**config.mk**
```make
export PLATFORM = sky130hd
export DESIGN_NAME = qsd_core
export DESIGN_NICKNAME = d
export VERILOG_FILES = /design/src/logic/qsd_core.v
export VERILOG_INCLUDE_DIRS = /design/src /design/src/logic
export SDC_FILE = /design/constraint.sdc
export NUM_CORES = 1
export LEC_CHECK = 0
export CORE_ASPECT_RATIO = 1.75
export CORE_UTILIZATION = 45
export CTS_CLUSTER_SIZE = 14
export DETAILED_ROUTE_END_ITERATION = 10
export DONT_BUFFER_PORTS = 1
export PLACE_DENSITY = 0.66
export SYNTH_ARGS = -nofsm -noshare
export SYNTH_HDL_FRONTEND = slang
export SYNTH_SLANG_ARGS = --single-unit
```
**constraint.sdc**
```tcl
create_clock -name clk -period 4.35 [get_ports clk]
set_input_delay 0.435 -clock clk [delete_from_list [all_inputs] [get_ports clk]]
set_output_delay 0.435 -clock clk [all_outputs]
set_load 0.02 [all_outputs]
```
**src/logic/qsd_defs.vh**
```
`ifndef QSD_DEFS_VH
`define QSD_DEFS_VH
// register byte addresses; group config registers sit at index 0..5
`define QSD_GRP_BASE     8'h00
`define QSD_NUM_GRP      6
`define QSD_CTRL_ADDR    8'h18
`define QSD_STAT_ADDR    8'h1c
// group config fields
`define QSD_G_DIV_LSB    0
`define QSD_G_DIV_MSB    7
`define QSD_G_DLY_LSB    8
`define QSD_G_DLY_MSB    15
`define QSD_G_HS_BIT     16
`define QSD_G_EXEMPT_BIT 17
`define QSD_G_RESET      18'h00504
// control fields
`define QSD_C_SYNC_EN    0
`define QSD_C_QUAL_EN    1
`define QSD_C_AUTO_EN    2
`define QSD_C_POL_INV    3
`define QSD_C_FB_LSB     4
`define QSD_C_FB_MSB     6
`define QSD_C_FB_BUF_EN  7
`define QSD_C_PD45       8
`define QSD_C_RESET      9'h001
// one distribution cycle is two clk ticks, so half steps exist
`define QSD_TICKS_PER_CYC 2
`define QSD_PRE_CYC      3
`define QSD_SHOT_CYC     3
`define QSD_LOW_CYC      5
`define QSD_RISE_CYC     5
`define QSD_UNQ_CYC      6
`define QSD_PRE_T   (`QSD_PRE_CYC * `QSD_TICKS_PER_CYC)
`define QSD_SHOT_T  (`QSD_SHOT_CYC * `QSD_TICKS_PER_CYC)
`define QSD_LOW_T   (`QSD_LOW_CYC * `QSD_TICKS_PER_CYC)
`define QSD_RISE_T  (`QSD_RISE_CYC * `QSD_TICKS_PER_CYC)
`define QSD_UNQ_T   (`QSD_UNQ_CYC * `QSD_TICKS_PER_CYC)
`endif
```
**src/logic/qsd_core.v**
```verilog
// How it works
// - qualified mode waits on qualifying clock edges
// - feedback selector picks the qualifying group
// - exempt qualifier keeps delay: absolute adjust
// - non-exempt qualifier is resynced too: relative
// - exempt groups never stop toggling unless PD45 gates group 2
// - half-step bit gives half-cycle delay step
// - half-step change acts at once
// - delay count latched only at sync
// - auto mode: writing group regs 0-5 syncs
// - one-shot 3 cycles after qualify, 3 wide
// - one-shot turns synced outputs off, on
// - one-shot follows second qualifying falling edge
// - outputs forced low 5 cycles after shot start
// - rise 5 plus delay cycles after shot end
// - pin or polarity toggle starts sync, any width
// - unqualified resync phase is undefined vs runners
// - unqualified: synced outputs held low while sync asserted
// - sync enable gates every sync event
// - polarity bit toggle asserts sync like pin
// - timing counted in distribution-path cycles
`timescale 1ns/1ps
`default_nettype none
`include "qsd_defs.vh"
module qsd_core (
   input  wire        clk,
   input  wire        rstn,
   input  wire        psel,
   input  wire        penable,
   input  wire        pwrite,
   input  wire [7:0]  paddr,
   input  wire [31:0] pwdata,
   output reg  [31:0] prdata,
   output reg         pready,
   output reg         pslverr,
   input  wire        sync_pin,
   output wire [5:0]  group_clk,
   output reg         sync_busy
);
   localparam [2:0] S_IDLE = 3'd0;
   localparam [2:0] S_HOLD = 3'd1;
   localparam [2:0] S_REL  = 3'd2;
   localparam [2:0] S_EDG1 = 3'd3;
   localparam [2:0] S_EDG2 = 3'd4;
   localparam [2:0] S_PRE  = 3'd5;
   localparam [2:0] S_SHOT = 3'd6;

   // address decode shared by read and write paths
   function grp_hit;
      input [7:0] a;
      begin
         grp_hit = (a[1:0] == 2'b00) && (a[7:2] < `QSD_NUM_GRP);
      end
   endfunction

   reg  [8:0]  ctrl_ff;
   reg  [2:0]  state_ff;
   reg  [2:0]  nxt_state;
   reg  [7:0]  cnt_ff;
   reg  [7:0]  nxt_cnt;
   reg         hold_c;
   reg         go_c;
   reg         shot_ff;
   reg         pin_s1_ff;
   reg         pin_s2_ff;
   reg         lvl_d_ff;
   reg         auto_ff;
   reg         qclk_d_ff;
   wire [17:0] grp_cfg [0:5];
   wire [5:0]  raw_out;
   wire [5:0]  held;
   wire        wr_acc;
   wire        sync_lvl;
   wire        req;
   wire        qclk;
   wire        qfall;

   ////////////////////////////////////////////////////////////////////////
   // apb slave: answer in the access phase, zero wait states
   assign wr_acc = psel & penable & pwrite & pready;

   always @(posedge clk or negedge rstn) begin
      if (!rstn) begin
         pready  <= 1'b0;
         pslverr <= 1'b0;
         prdata  <= 32'h0;
      end else begin
         pready  <= psel & ~penable;
         pslverr <= psel & ~penable & ~(grp_hit(paddr) |
                    (paddr == `QSD_CTRL_ADDR) | (paddr == `QSD_STAT_ADDR));
         prdata  <= 32'h0;
         if (psel & ~penable & ~pwrite) begin
            if (grp_hit(paddr))
               prdata <= {14'h0, grp_cfg[paddr[4:2]]};
            else if (paddr == `QSD_CTRL_ADDR)
               prdata <= {23'h0, ctrl_ff};
            else if (paddr == `QSD_STAT_ADDR)
               // one-shot flag sits next to the state so software can see it
               prdata <= {16'h0, 2'b00, held, 4'h0, shot_ff, state_ff};
         end
      end
   end

   // control register; toggling the polarity bit flips the sync level
   always @(posedge clk or negedge rstn) begin
      if (!rstn)
         ctrl_ff <= `QSD_C_RESET;
      else if (wr_acc && paddr == `QSD_CTRL_ADDR)
         ctrl_ff <= pwdata[8:0];
   end

   always @(posedge clk or negedge rstn) begin
      if (!rstn)
         auto_ff <= 1'b0;
      else
         auto_ff <= wr_acc & grp_hit(paddr) & ctrl_ff[`QSD_C_AUTO_EN];
   end

   ////////////////////////////////////////////////////////////////////////
   // two-flop pin synchroniser
   always @(posedge clk or negedge rstn) begin
      if (!rstn) begin
         pin_s1_ff <= 1'b0;
         pin_s2_ff <= 1'b0;
         lvl_d_ff  <= 1'b0;
         qclk_d_ff <= 1'b0;
      end else begin
         pin_s1_ff <= sync_pin;
         pin_s2_ff <= pin_s1_ff;
         lvl_d_ff  <= sync_lvl;
         qclk_d_ff <= qclk;
      end
   end

   // polarity bit xor pin gives asserted level
   assign sync_lvl = pin_s2_ff ^ ctrl_ff[`QSD_C_POL_INV];
   // edge detect, so pulse width is free
   assign req = ctrl_ff[`QSD_C_SYNC_EN] & ((sync_lvl & ~lvl_d_ff) | auto_ff);
   // qualifier chosen by feedback selector
   // internal clock already lives in clk domain, no extra crossing needed;
   // it only reaches the sync logic when the buffer and group 2 are up
   assign qclk = raw_out[ctrl_ff[`QSD_C_FB_MSB:`QSD_C_FB_LSB] % `QSD_NUM_GRP]
                 & ctrl_ff[`QSD_C_FB_BUF_EN] & ~ctrl_ff[`QSD_C_PD45];
   assign qfall = qclk_d_ff & ~qclk;

   ////////////////////////////////////////////////////////////////////////
   // sync sequencer, counts in half-cycle ticks
   // two ticks make one distribution cycle
   always @* begin
      nxt_state = state_ff;
      nxt_cnt   = cnt_ff + 8'h01;
      hold_c    = 1'b0;
      go_c      = 1'b0;
      case (state_ff)
         S_IDLE: begin
            nxt_cnt = 8'h00;
            // qualified requests wait for the clock
            if (req)
               nxt_state = ctrl_ff[`QSD_C_QUAL_EN] ? S_EDG1 : S_HOLD;
         end
         S_HOLD: begin
            hold_c  = 1'b1;
            nxt_cnt = 8'h00;
            if (!sync_lvl)
               nxt_state = S_REL;
         end
         S_REL: begin
            // no reference: phase vs runners undefined
            if (cnt_ff == `QSD_UNQ_T - 1) begin
               go_c      = 1'b1;
               nxt_state = S_IDLE;
            end
         end
         S_EDG1: begin
            if (qfall)
               nxt_state = S_EDG2;
         end
         S_EDG2: begin
            nxt_cnt = 8'h00;
            if (qfall)
               nxt_state = S_PRE;
         end
         S_PRE: begin
            if (cnt_ff == `QSD_PRE_T - 1) begin
               nxt_cnt   = 8'h00;
               nxt_state = S_SHOT;
            end
         end
         S_SHOT: begin
            // force low 5 cycles after start
            if (cnt_ff == `QSD_LOW_T)
               hold_c = 1'b1;
            // release 5 cycles after shot end
            if (cnt_ff == `QSD_SHOT_T + `QSD_RISE_T) begin
               go_c      = 1'b1;
               nxt_state = S_IDLE;
            end
         end
         default: nxt_state = S_IDLE;
      endcase
   end

   always @(posedge clk or negedge rstn) begin
      if (!rstn) begin
         state_ff  <= S_IDLE;
         cnt_ff    <= 8'h00;
         shot_ff   <= 1'b0;
         sync_busy <= 1'b0;
      end else begin
         state_ff  <= nxt_state;
         cnt_ff    <= nxt_cnt;
         shot_ff   <= (nxt_state == S_SHOT) && (nxt_cnt < `QSD_SHOT_T);
         sync_busy <= (nxt_state != S_IDLE);
      end
   end

   ////////////////////////////////////////////////////////////////////////
   // per-group divider, delay and output stage
   genvar g;
   generate
      for (g = 0; g < `QSD_NUM_GRP; g = g + 1) begin : grp
         reg  [17:0] cfg_ff;
         reg  [8:0]  wait_ff;
         reg  [8:0]  ph_ff;
         reg         pend_ff;
         reg         held_ff;
         reg         raw_ff;
         reg         raw_d_ff;
         reg         out_ff;
         wire [7:0]  div;
         wire [8:0]  last;
         wire        aff;
         assign div  = (cfg_ff[7:0] == 8'h00) ? 8'h01 : cfg_ff[7:0];
         assign last = {div, 1'b0} - 9'h001;
         assign aff  = ~cfg_ff[`QSD_G_EXEMPT_BIT];
         assign grp_cfg[g] = cfg_ff;
         assign raw_out[g] = raw_ff;
         assign held[g]    = held_ff;
         assign group_clk[g] = out_ff;

         always @(posedge clk or negedge rstn) begin
            if (!rstn)
               cfg_ff <= `QSD_G_RESET;
            else if (wr_acc && grp_hit(paddr) && paddr[4:2] == g)
               cfg_ff <= pwdata[17:0];
         end

         always @(posedge clk or negedge rstn) begin
            if (!rstn) begin
               wait_ff <= 9'h000;
               ph_ff   <= 9'h000;
               pend_ff <= 1'b0;
               held_ff <= 1'b0;
               raw_ff  <= 1'b0;
            end else if (hold_c && aff) begin
               held_ff <= 1'b1;
               pend_ff <= 1'b0;
               raw_ff  <= 1'b0;
            end else if (go_c && aff) begin
               pend_ff <= 1'b1;
               held_ff <= 1'b1;
               raw_ff  <= 1'b0;
               wait_ff <= {cfg_ff[`QSD_G_DLY_MSB:`QSD_G_DLY_LSB], 1'b0};
            end else if (pend_ff) begin
               if (wait_ff == 9'h000) begin
                  pend_ff <= 1'b0;
                  held_ff <= 1'b0;
                  ph_ff   <= 9'h000;
                  raw_ff  <= 1'b1;
               end else begin
                  wait_ff <= wait_ff - 9'h001;
               end
            end else if (!held_ff) begin
               ph_ff  <= (ph_ff >= last) ? 9'h000 : ph_ff + 9'h001;
               raw_ff <= ((ph_ff >= last) ? 9'h000 : ph_ff + 9'h001) < {1'b0, div};
            end
         end

         // half step delays output one tick
         always @(posedge clk or negedge rstn) begin
            if (!rstn) begin
               raw_d_ff <= 1'b0;
               out_ff   <= 1'b0;
            end else begin
               raw_d_ff <= raw_ff;
               out_ff   <= (cfg_ff[`QSD_G_HS_BIT] ? raw_d_ff : raw_ff) &
                           ~((g == 2) & ctrl_ff[`QSD_C_PD45]);
            end
         end
      end
   endgenerate
endmodule
`default_nettype wire

```
Word-level counts from Yosys, hierarchy flattened

Index checks and enable logic that the tools add are counted.

Bits in registers: 307
Output and inout port bits: 41
Logic and storage cells: 426

Add/sub/neg operators: 19
Divide/modulo/power cells: 1
$lt $le $gt $ge: 16
Equality and inequality tests: 48
Mux-type cells: 157
Bitwise operators: 43
Reductions and logical operators: 81

Operators by type and width:

| kind                   | number |
|---|---|
| $mux W9                | 42 |
| $sub A9 B1 Y9 const B  | 12 |
| $mux W32               | 3 |
| $mux W1                | 88 |
| $mux W8                | 7 |
| $add A9 B1 Y9 const B  | 6 |
| $bmux W18 S3           | 1 |
| $ge A9 B9 Y1           | 6 |
| $logic_not A9 Y1       | 6 |
| $lt A9 B8 Y1           | 6 |
| $logic_not A8 Y1       | 6 |
| $reduce_bool A3 Y1     | 13 |
| $mux W18               | 2 |
| $lt A32 B4 Y1 const B  | 1 |
| $mod A3 B3 Y32 const B | 1 |
| $eq A8 B5 Y1 const B   | 3 |
| $ne A2 B2 Y1 const B   | 12 |
| $ne A4 B1 Y1 const B   | 6 |
| $ne A4 B2 Y1 const B   | 6 |
| $not A1 Y1             | 24 |
| $reduce_and A2 Y1      | 12 |
| $reduce_and A4 Y1      | 6 |
| $logic_and A1 B1 Y1    | 22 |
| $mux W3                | 7 |
| 25 further kinds       | 67 |

Logic depth before layout (Yosys ltp)

Word-level depth: 11
Depth in mapped cells: 20
Depth with buffers taken out: 19

Worst setup path before layout

No wires, ideal clock.

Path type: register to register
From: register grp[5].cfg_ff[4]
To: register grp[5].raw_ff
Setup time: 0.133 ns
Data arrival time: 4.087 ns
Setup slack: 0.130 ns
Stages on the path, launching flop included: 19
Path buffers: 1
Clock period less this slack: 4.220 ns
Cell sequence: dfrtp_1 or3_1 or4_1 o21ba_2 ha_1 nand2_1 nor2_1 xnor2_1 ha_1 and4_1 o21ai_0 o21ai_1 clkbuf_1 nor2_1 ha_1 nand2_1 o31a_1 a2111oi_0 o32ai_1

Cells in the longest elaborated chain, start to end: 10

Ends and longest elaborated chain:

| element                | RTL line       | text |
|---|---|---|
| from (decl)            | qsd_core.v:222 | `reg [17:0] cfg_ff;` |
| from (signal assigned) | qsd_core.v:243 | `` cfg_ff <= `QSD_G_RESET; `` |
| from (signal assigned) | qsd_core.v:245 | `cfg_ff <= pwdata[17:0];` |
| $logic_not A8 Y1       | qsd_core.v:233 | `assign div = (cfg_ff[7:0] == 8'h00) ? 8'h01 : cfg_ff[7:0];` |
| $mux W8 (*)            | qsd_core.v:233 |  |
| $sub A9 B1 Y9          | qsd_core.v:234 | `assign last = {div, 1'b0} - 9'h001;` |
| $ge A9 B9 Y1           | qsd_core.v:275 | `raw_ff <= ((ph_ff >= last) ? 9'h000 : ph_ff + 9'h001) < {1'b0, div};` |
| $mux W9                | qsd_core.v:275 |  |
| $lt A9 B8 Y1 (*)       | qsd_core.v:275 |  |
| $mux W1 (*)            | qsd_core.v:273 | `end else if (!held_ff) begin` |
| $mux W1 (*)            | qsd_core.v:264 | `end else if (pend_ff) begin` |
| $mux W1 (*)            | qsd_core.v:259 | `end else if (go_c && aff) begin` |
| $mux W1 (*)            | qsd_core.v:255 | `end else if (hold_c && aff) begin` |
| to (signal assigned)   | qsd_core.v:275 |  |
| to (decl)              | qsd_core.v:227 | `reg raw_ff;` |

Every way passes the cells marked *; elsewhere a longest branch is shown, timed or not. The select of a mux whose other input is x is not followed.
A chain may end at the register's enable or synchronous reset.

Worst setup path in the final report

From: register grp[3].cfg_ff[3]
To: register grp[3].raw_ff

Cells in the longest elaborated chain, start to end: 10

Ends and longest elaborated chain:

| element                | RTL line |
|---|---|
| from (decl)            | qsd_core.v:222 |
| from (signal assigned) | qsd_core.v:243 |
| from (signal assigned) | qsd_core.v:245 |
| $logic_not A8 Y1       | qsd_core.v:233 |
| $mux W8 (*)            | qsd_core.v:233 |
| $sub A9 B1 Y9          | qsd_core.v:234 |
| $ge A9 B9 Y1           | qsd_core.v:275 |
| $mux W9                | qsd_core.v:275 |
| $lt A9 B8 Y1 (*)       | qsd_core.v:275 |
| $mux W1 (*)            | qsd_core.v:273 |
| $mux W1 (*)            | qsd_core.v:264 |
| $mux W1 (*)            | qsd_core.v:259 |
| $mux W1 (*)            | qsd_core.v:255 |
| to (signal assigned)   | qsd_core.v:275 |
| to (decl)              | qsd_core.v:227 |

Marked as above.

==> flow_metrics.tcl <==
set metrics [dict create \
    sw_frac_of_total_pct 33.0 \
    reg2reg_from "grp[3].cfg_ff[3]$_DFFE_PN0P_" \
    postCtsHoldBufs 21 \
    rr_worst_depth 17 \
    synth-warning-count 0 \
    overflow 0 \
    grt_antenna_before_repair 0 \
    n_antenna_cell 0 \
    synth_area_per_cell_um2 9.79 \
    synth_edf_count 0 \
    combPwrFrac_pct 26.7 \
    status "finished, violations left" \
    vias 14548 \
    reg2reg_to "grp[3].raw_ff$_DFFE_PN0P_" \
    wirelength_mm 50.3 \
    synth_cell_types 82 \
    path_cells "or3_4 -> nand3b_1 -> o21ba_4 -> ha_4 -> nor3b_1 -> xnor2_1 -> ha_1 -> a21o_4 -> a2111oi_4 -> a211oi_2 -> nor2b_1 -> ha_1 -> inv_1 -> o22ai_1 -> a221oi_2 -> a2111oi_4 -> o41ai_2" \
    ys.flop_type "dfrtp_1" \
    synthTopCellsByArea "dfrtp_1 38%, mux2_2 7.4%, ha_1 7.4%" \
    port_buffers 0 \
    setup_viol 0 \
    dpl_cell_area_um2 18600 \
    grt_pass1_vias 14509 \
    path_max_fanout 4 \
    io_pins 87 \
    die_w_um 153 \
    seq_power_share_pct 40.8 \
    maxSlewViolCount 0 \
    worstSkewPairLatency_ps 570 \
    hold_viol 281 \
    yosysSeqAreaShare_pct 41.0 \
    grt_usage_pct 24.7 \
    relSlewSlack_pct 22.3 \
    layout.nets 2015 \
    cts-root-buf "clkbuf_16" \
    drtPass1Iterations 5 \
    cap_violations 0 \
    synthMostInstantiatedCell "dfrtp_1" \
    syn_to_final_growth_pct 11.1 \
    drive_above_1_share_pct 16.6 \
    synth-seq-cells 293 \
    critPathMaxStageDelay_ps 390 \
    design.core.area_um2 39300 \
    wire_per_inst_um 21.2 \
    worstPathArrival_ps 4650 \
    utilization_pct 50.8 \
    rsz0062_at_grt "true" \
    numClockSinks 293 \
    p_sw_uw 2630 \
    grt_pass1_wl_mm 79.0 \
    rows 96 \
    leakagePower_uw 0.00913 \
    clk_pin_slew_worst_paths_ps 70 \
    netlist_top_cells_count "274 x dfrtp_1, 146 x nor2_1, 119 x o21ai_0" \
    max_freq_mhz 239 \
    crit_path_end_kind "flip-flop" \
    hpwl_mm 36.3 \
    cts_tree "done" \
    hp-class "input port to async pin" \
    cts_buffer_depth 3 \
    cts_buffers 29 \
    die_h_um 266 \
    critPathRequiredTime_ps 4820 \
    critPathLaunchType "flip-flop" \
    place_congestion 0.891 \
    violations "hold timing" \
    worst_pin_slew_ps 1160 \
    power.internal_uw 5350 \
    ant_nets 0 \
    yosys.area.top_type_share_pct 38.2 \
    async_reset_ff_share_pct 100 \
    netlist_area_um2 17900 \
    vias_per_cell 6.13 \
    final.setup_skew_ps 11.8 \
    ctsHtreeMaxLevel 1 \
    p_per_area_nw_per_um2 400 \
    initial_core_util_pct 45.7 \
    fin_crit_ps 4180 \
    crit_path_end "grp[3].raw_ff$_DFFE_PN0P_" \
    p_clk_share_pct 32.5 \
    final_area_um2 19900 \
    cp-startpoint "grp[3].cfg_ff[3]$_DFFE_PN0P_" \
    path_class "flip-flop to flip-flop" \
    drc 0 \
    period_share_pct 96.0 \
    dr.first_iter.drc_count 867 \
    r2r_setup_slack_ps 170 \
    yosys.area.top_type "dfrtp_1" \
    grt_max_degree 294 \
    slowest_stage "or3_4" \
    timing.hold.ws_ps -439 \
    syn-instance-count 1833 \
    die_area_um2 40700 \
    ir_drop_mv 0.263 \
]
==> worst min path at each step <==
stage,from,end,slack (ps),depth (start not counted)
after floorplan,rstn,auto_ff$_DFF_PN0_,140,0
after global placement,rstn,cnt_ff[4]$_DFF_PN0_,150,0
after detailed placement,rstn,cnt_ff[6]$_DFF_PN0_,150,0
after CTS,rstn,grp[0].ph_ff[0]$_DFFE_PN0P_,-460,0
after global routing,rstn,grp[0].ph_ff[0]$_DFFE_PN0P_,-460,0
final,rstn,cnt_ff[4]$_DFF_PN0_,-440,0
==> layout by cell type (no fill, tap or decap), drive strengths merged, types with 10 or more instances in the layout <==
cell,instances
nand2b,35
a211oi,19
xnor2,61
xor2,12
dlygate4sd3,21
inv,110
a21oi,114
o31ai,25
o2bb2ai,21
a21o,24
dfstp,19
a22oi,11
o21ai,124
and3,27
clkbuf,42
nor3,60
nor2,146
nand2,98
o22ai,36
dfrtp,274
mux4,18
or3,23
nand4,10
mux2i,22
ha,106
mux2,118
o41ai,15
nor2b,21
a22o,15
buf,60
nand3,39
conb,14
==> layer usage <==
metal / GRT usage [%] / wire length (um)
met2: 48.1 / 27600
met3: 2.54 / 1630
met1: 26.0 / 18600
met4: 12.7 / 2520
met5: 0 / 0
==> area by class of cell <==
cell class,count,area (um2)
Fill cell,3484,19300
Multi-Input combinational cell,1347,9930
Sequential cell,293,7360
Clock buffer,42,845
Timing Repair Buffer,81,661
Tap cell,490,613
Inverter,111,417
Clock inverter,11,114
==> flip-flops by register name (all words and copies together) (netlist names), 3 cells and up <==
signal        count
grp.cfg_ff      108
grp.raw_ff        6
prdata           18
grp.raw_d_ff      6
grp.wait_ff      54
ctrl_ff           9
state_ff          3
grp.held_ff       6
cnt_ff            8
grp.out_ff        6
grp.pend_ff       6
grp.ph_ff        54
==> stage by stage <==
stage	hold WS, ps	setup TNS, ps	setup WS (ps)	std cells	total power [uW]
global placement	153	0	14.1	2299	5170
floorplan	139	0	130	1846	4690
finish	-439	0	173	2375	7980
global route	-457	-110	-103	2375	8390
CTS	-457	0	11.1	2373	7860
detailed placement	147	-43.5	-43.5	2299	5230
==> worst max-delay path: cells and delay by family, from the launching register on <==
kind,cells,cell delay [ps]
buffers and inverters,1,60
and+or+nand+nor,4,920
xor gates and xnor gates,1,220
adders and majority gates,3,710
AOI/OAI and AO/OA,8,1800
DFF,1,380
==> cell families (layout without fill, tap and decap cells) <==
group	count (synthesis)	count (layout)	share of synthesized area [%]
AND/OR/NAND/NOR	511	511	14.2
AO/OA/AOI/OAI	485	485	17.9
flip-flops	293	293	41.0
buffers and inverters	206	245	5.07
multiplexers	158	158	10.9
adder cells (fa/ha/maj)	106	106	7.39
XOR/XNOR	73	73	3.56
other	1	14	0.0209
==> power by group through the flow <==
stage	registers (uW)	logic, uW	clock network, uW
floorplan	3150	1550	0
global placement	3290	1880	0
detailed placement	3300	1940	0
CTS	3250	1980	2630
global route	3280	2370	2730
finish	3250	2130	2590
==> repair_timing <==
action | 4_1_cts | 5_1_grt
cloned | 0 | 0
pin swaps | 0 | 19
endpoints found under the hold margin | 351 | 281
gates resized for setup | 1 | 34
setup buffers | 0 | 2
endpoints found under the setup margin | 1 | 14
No activity file was read; power rests on OpenSTA's default activity.
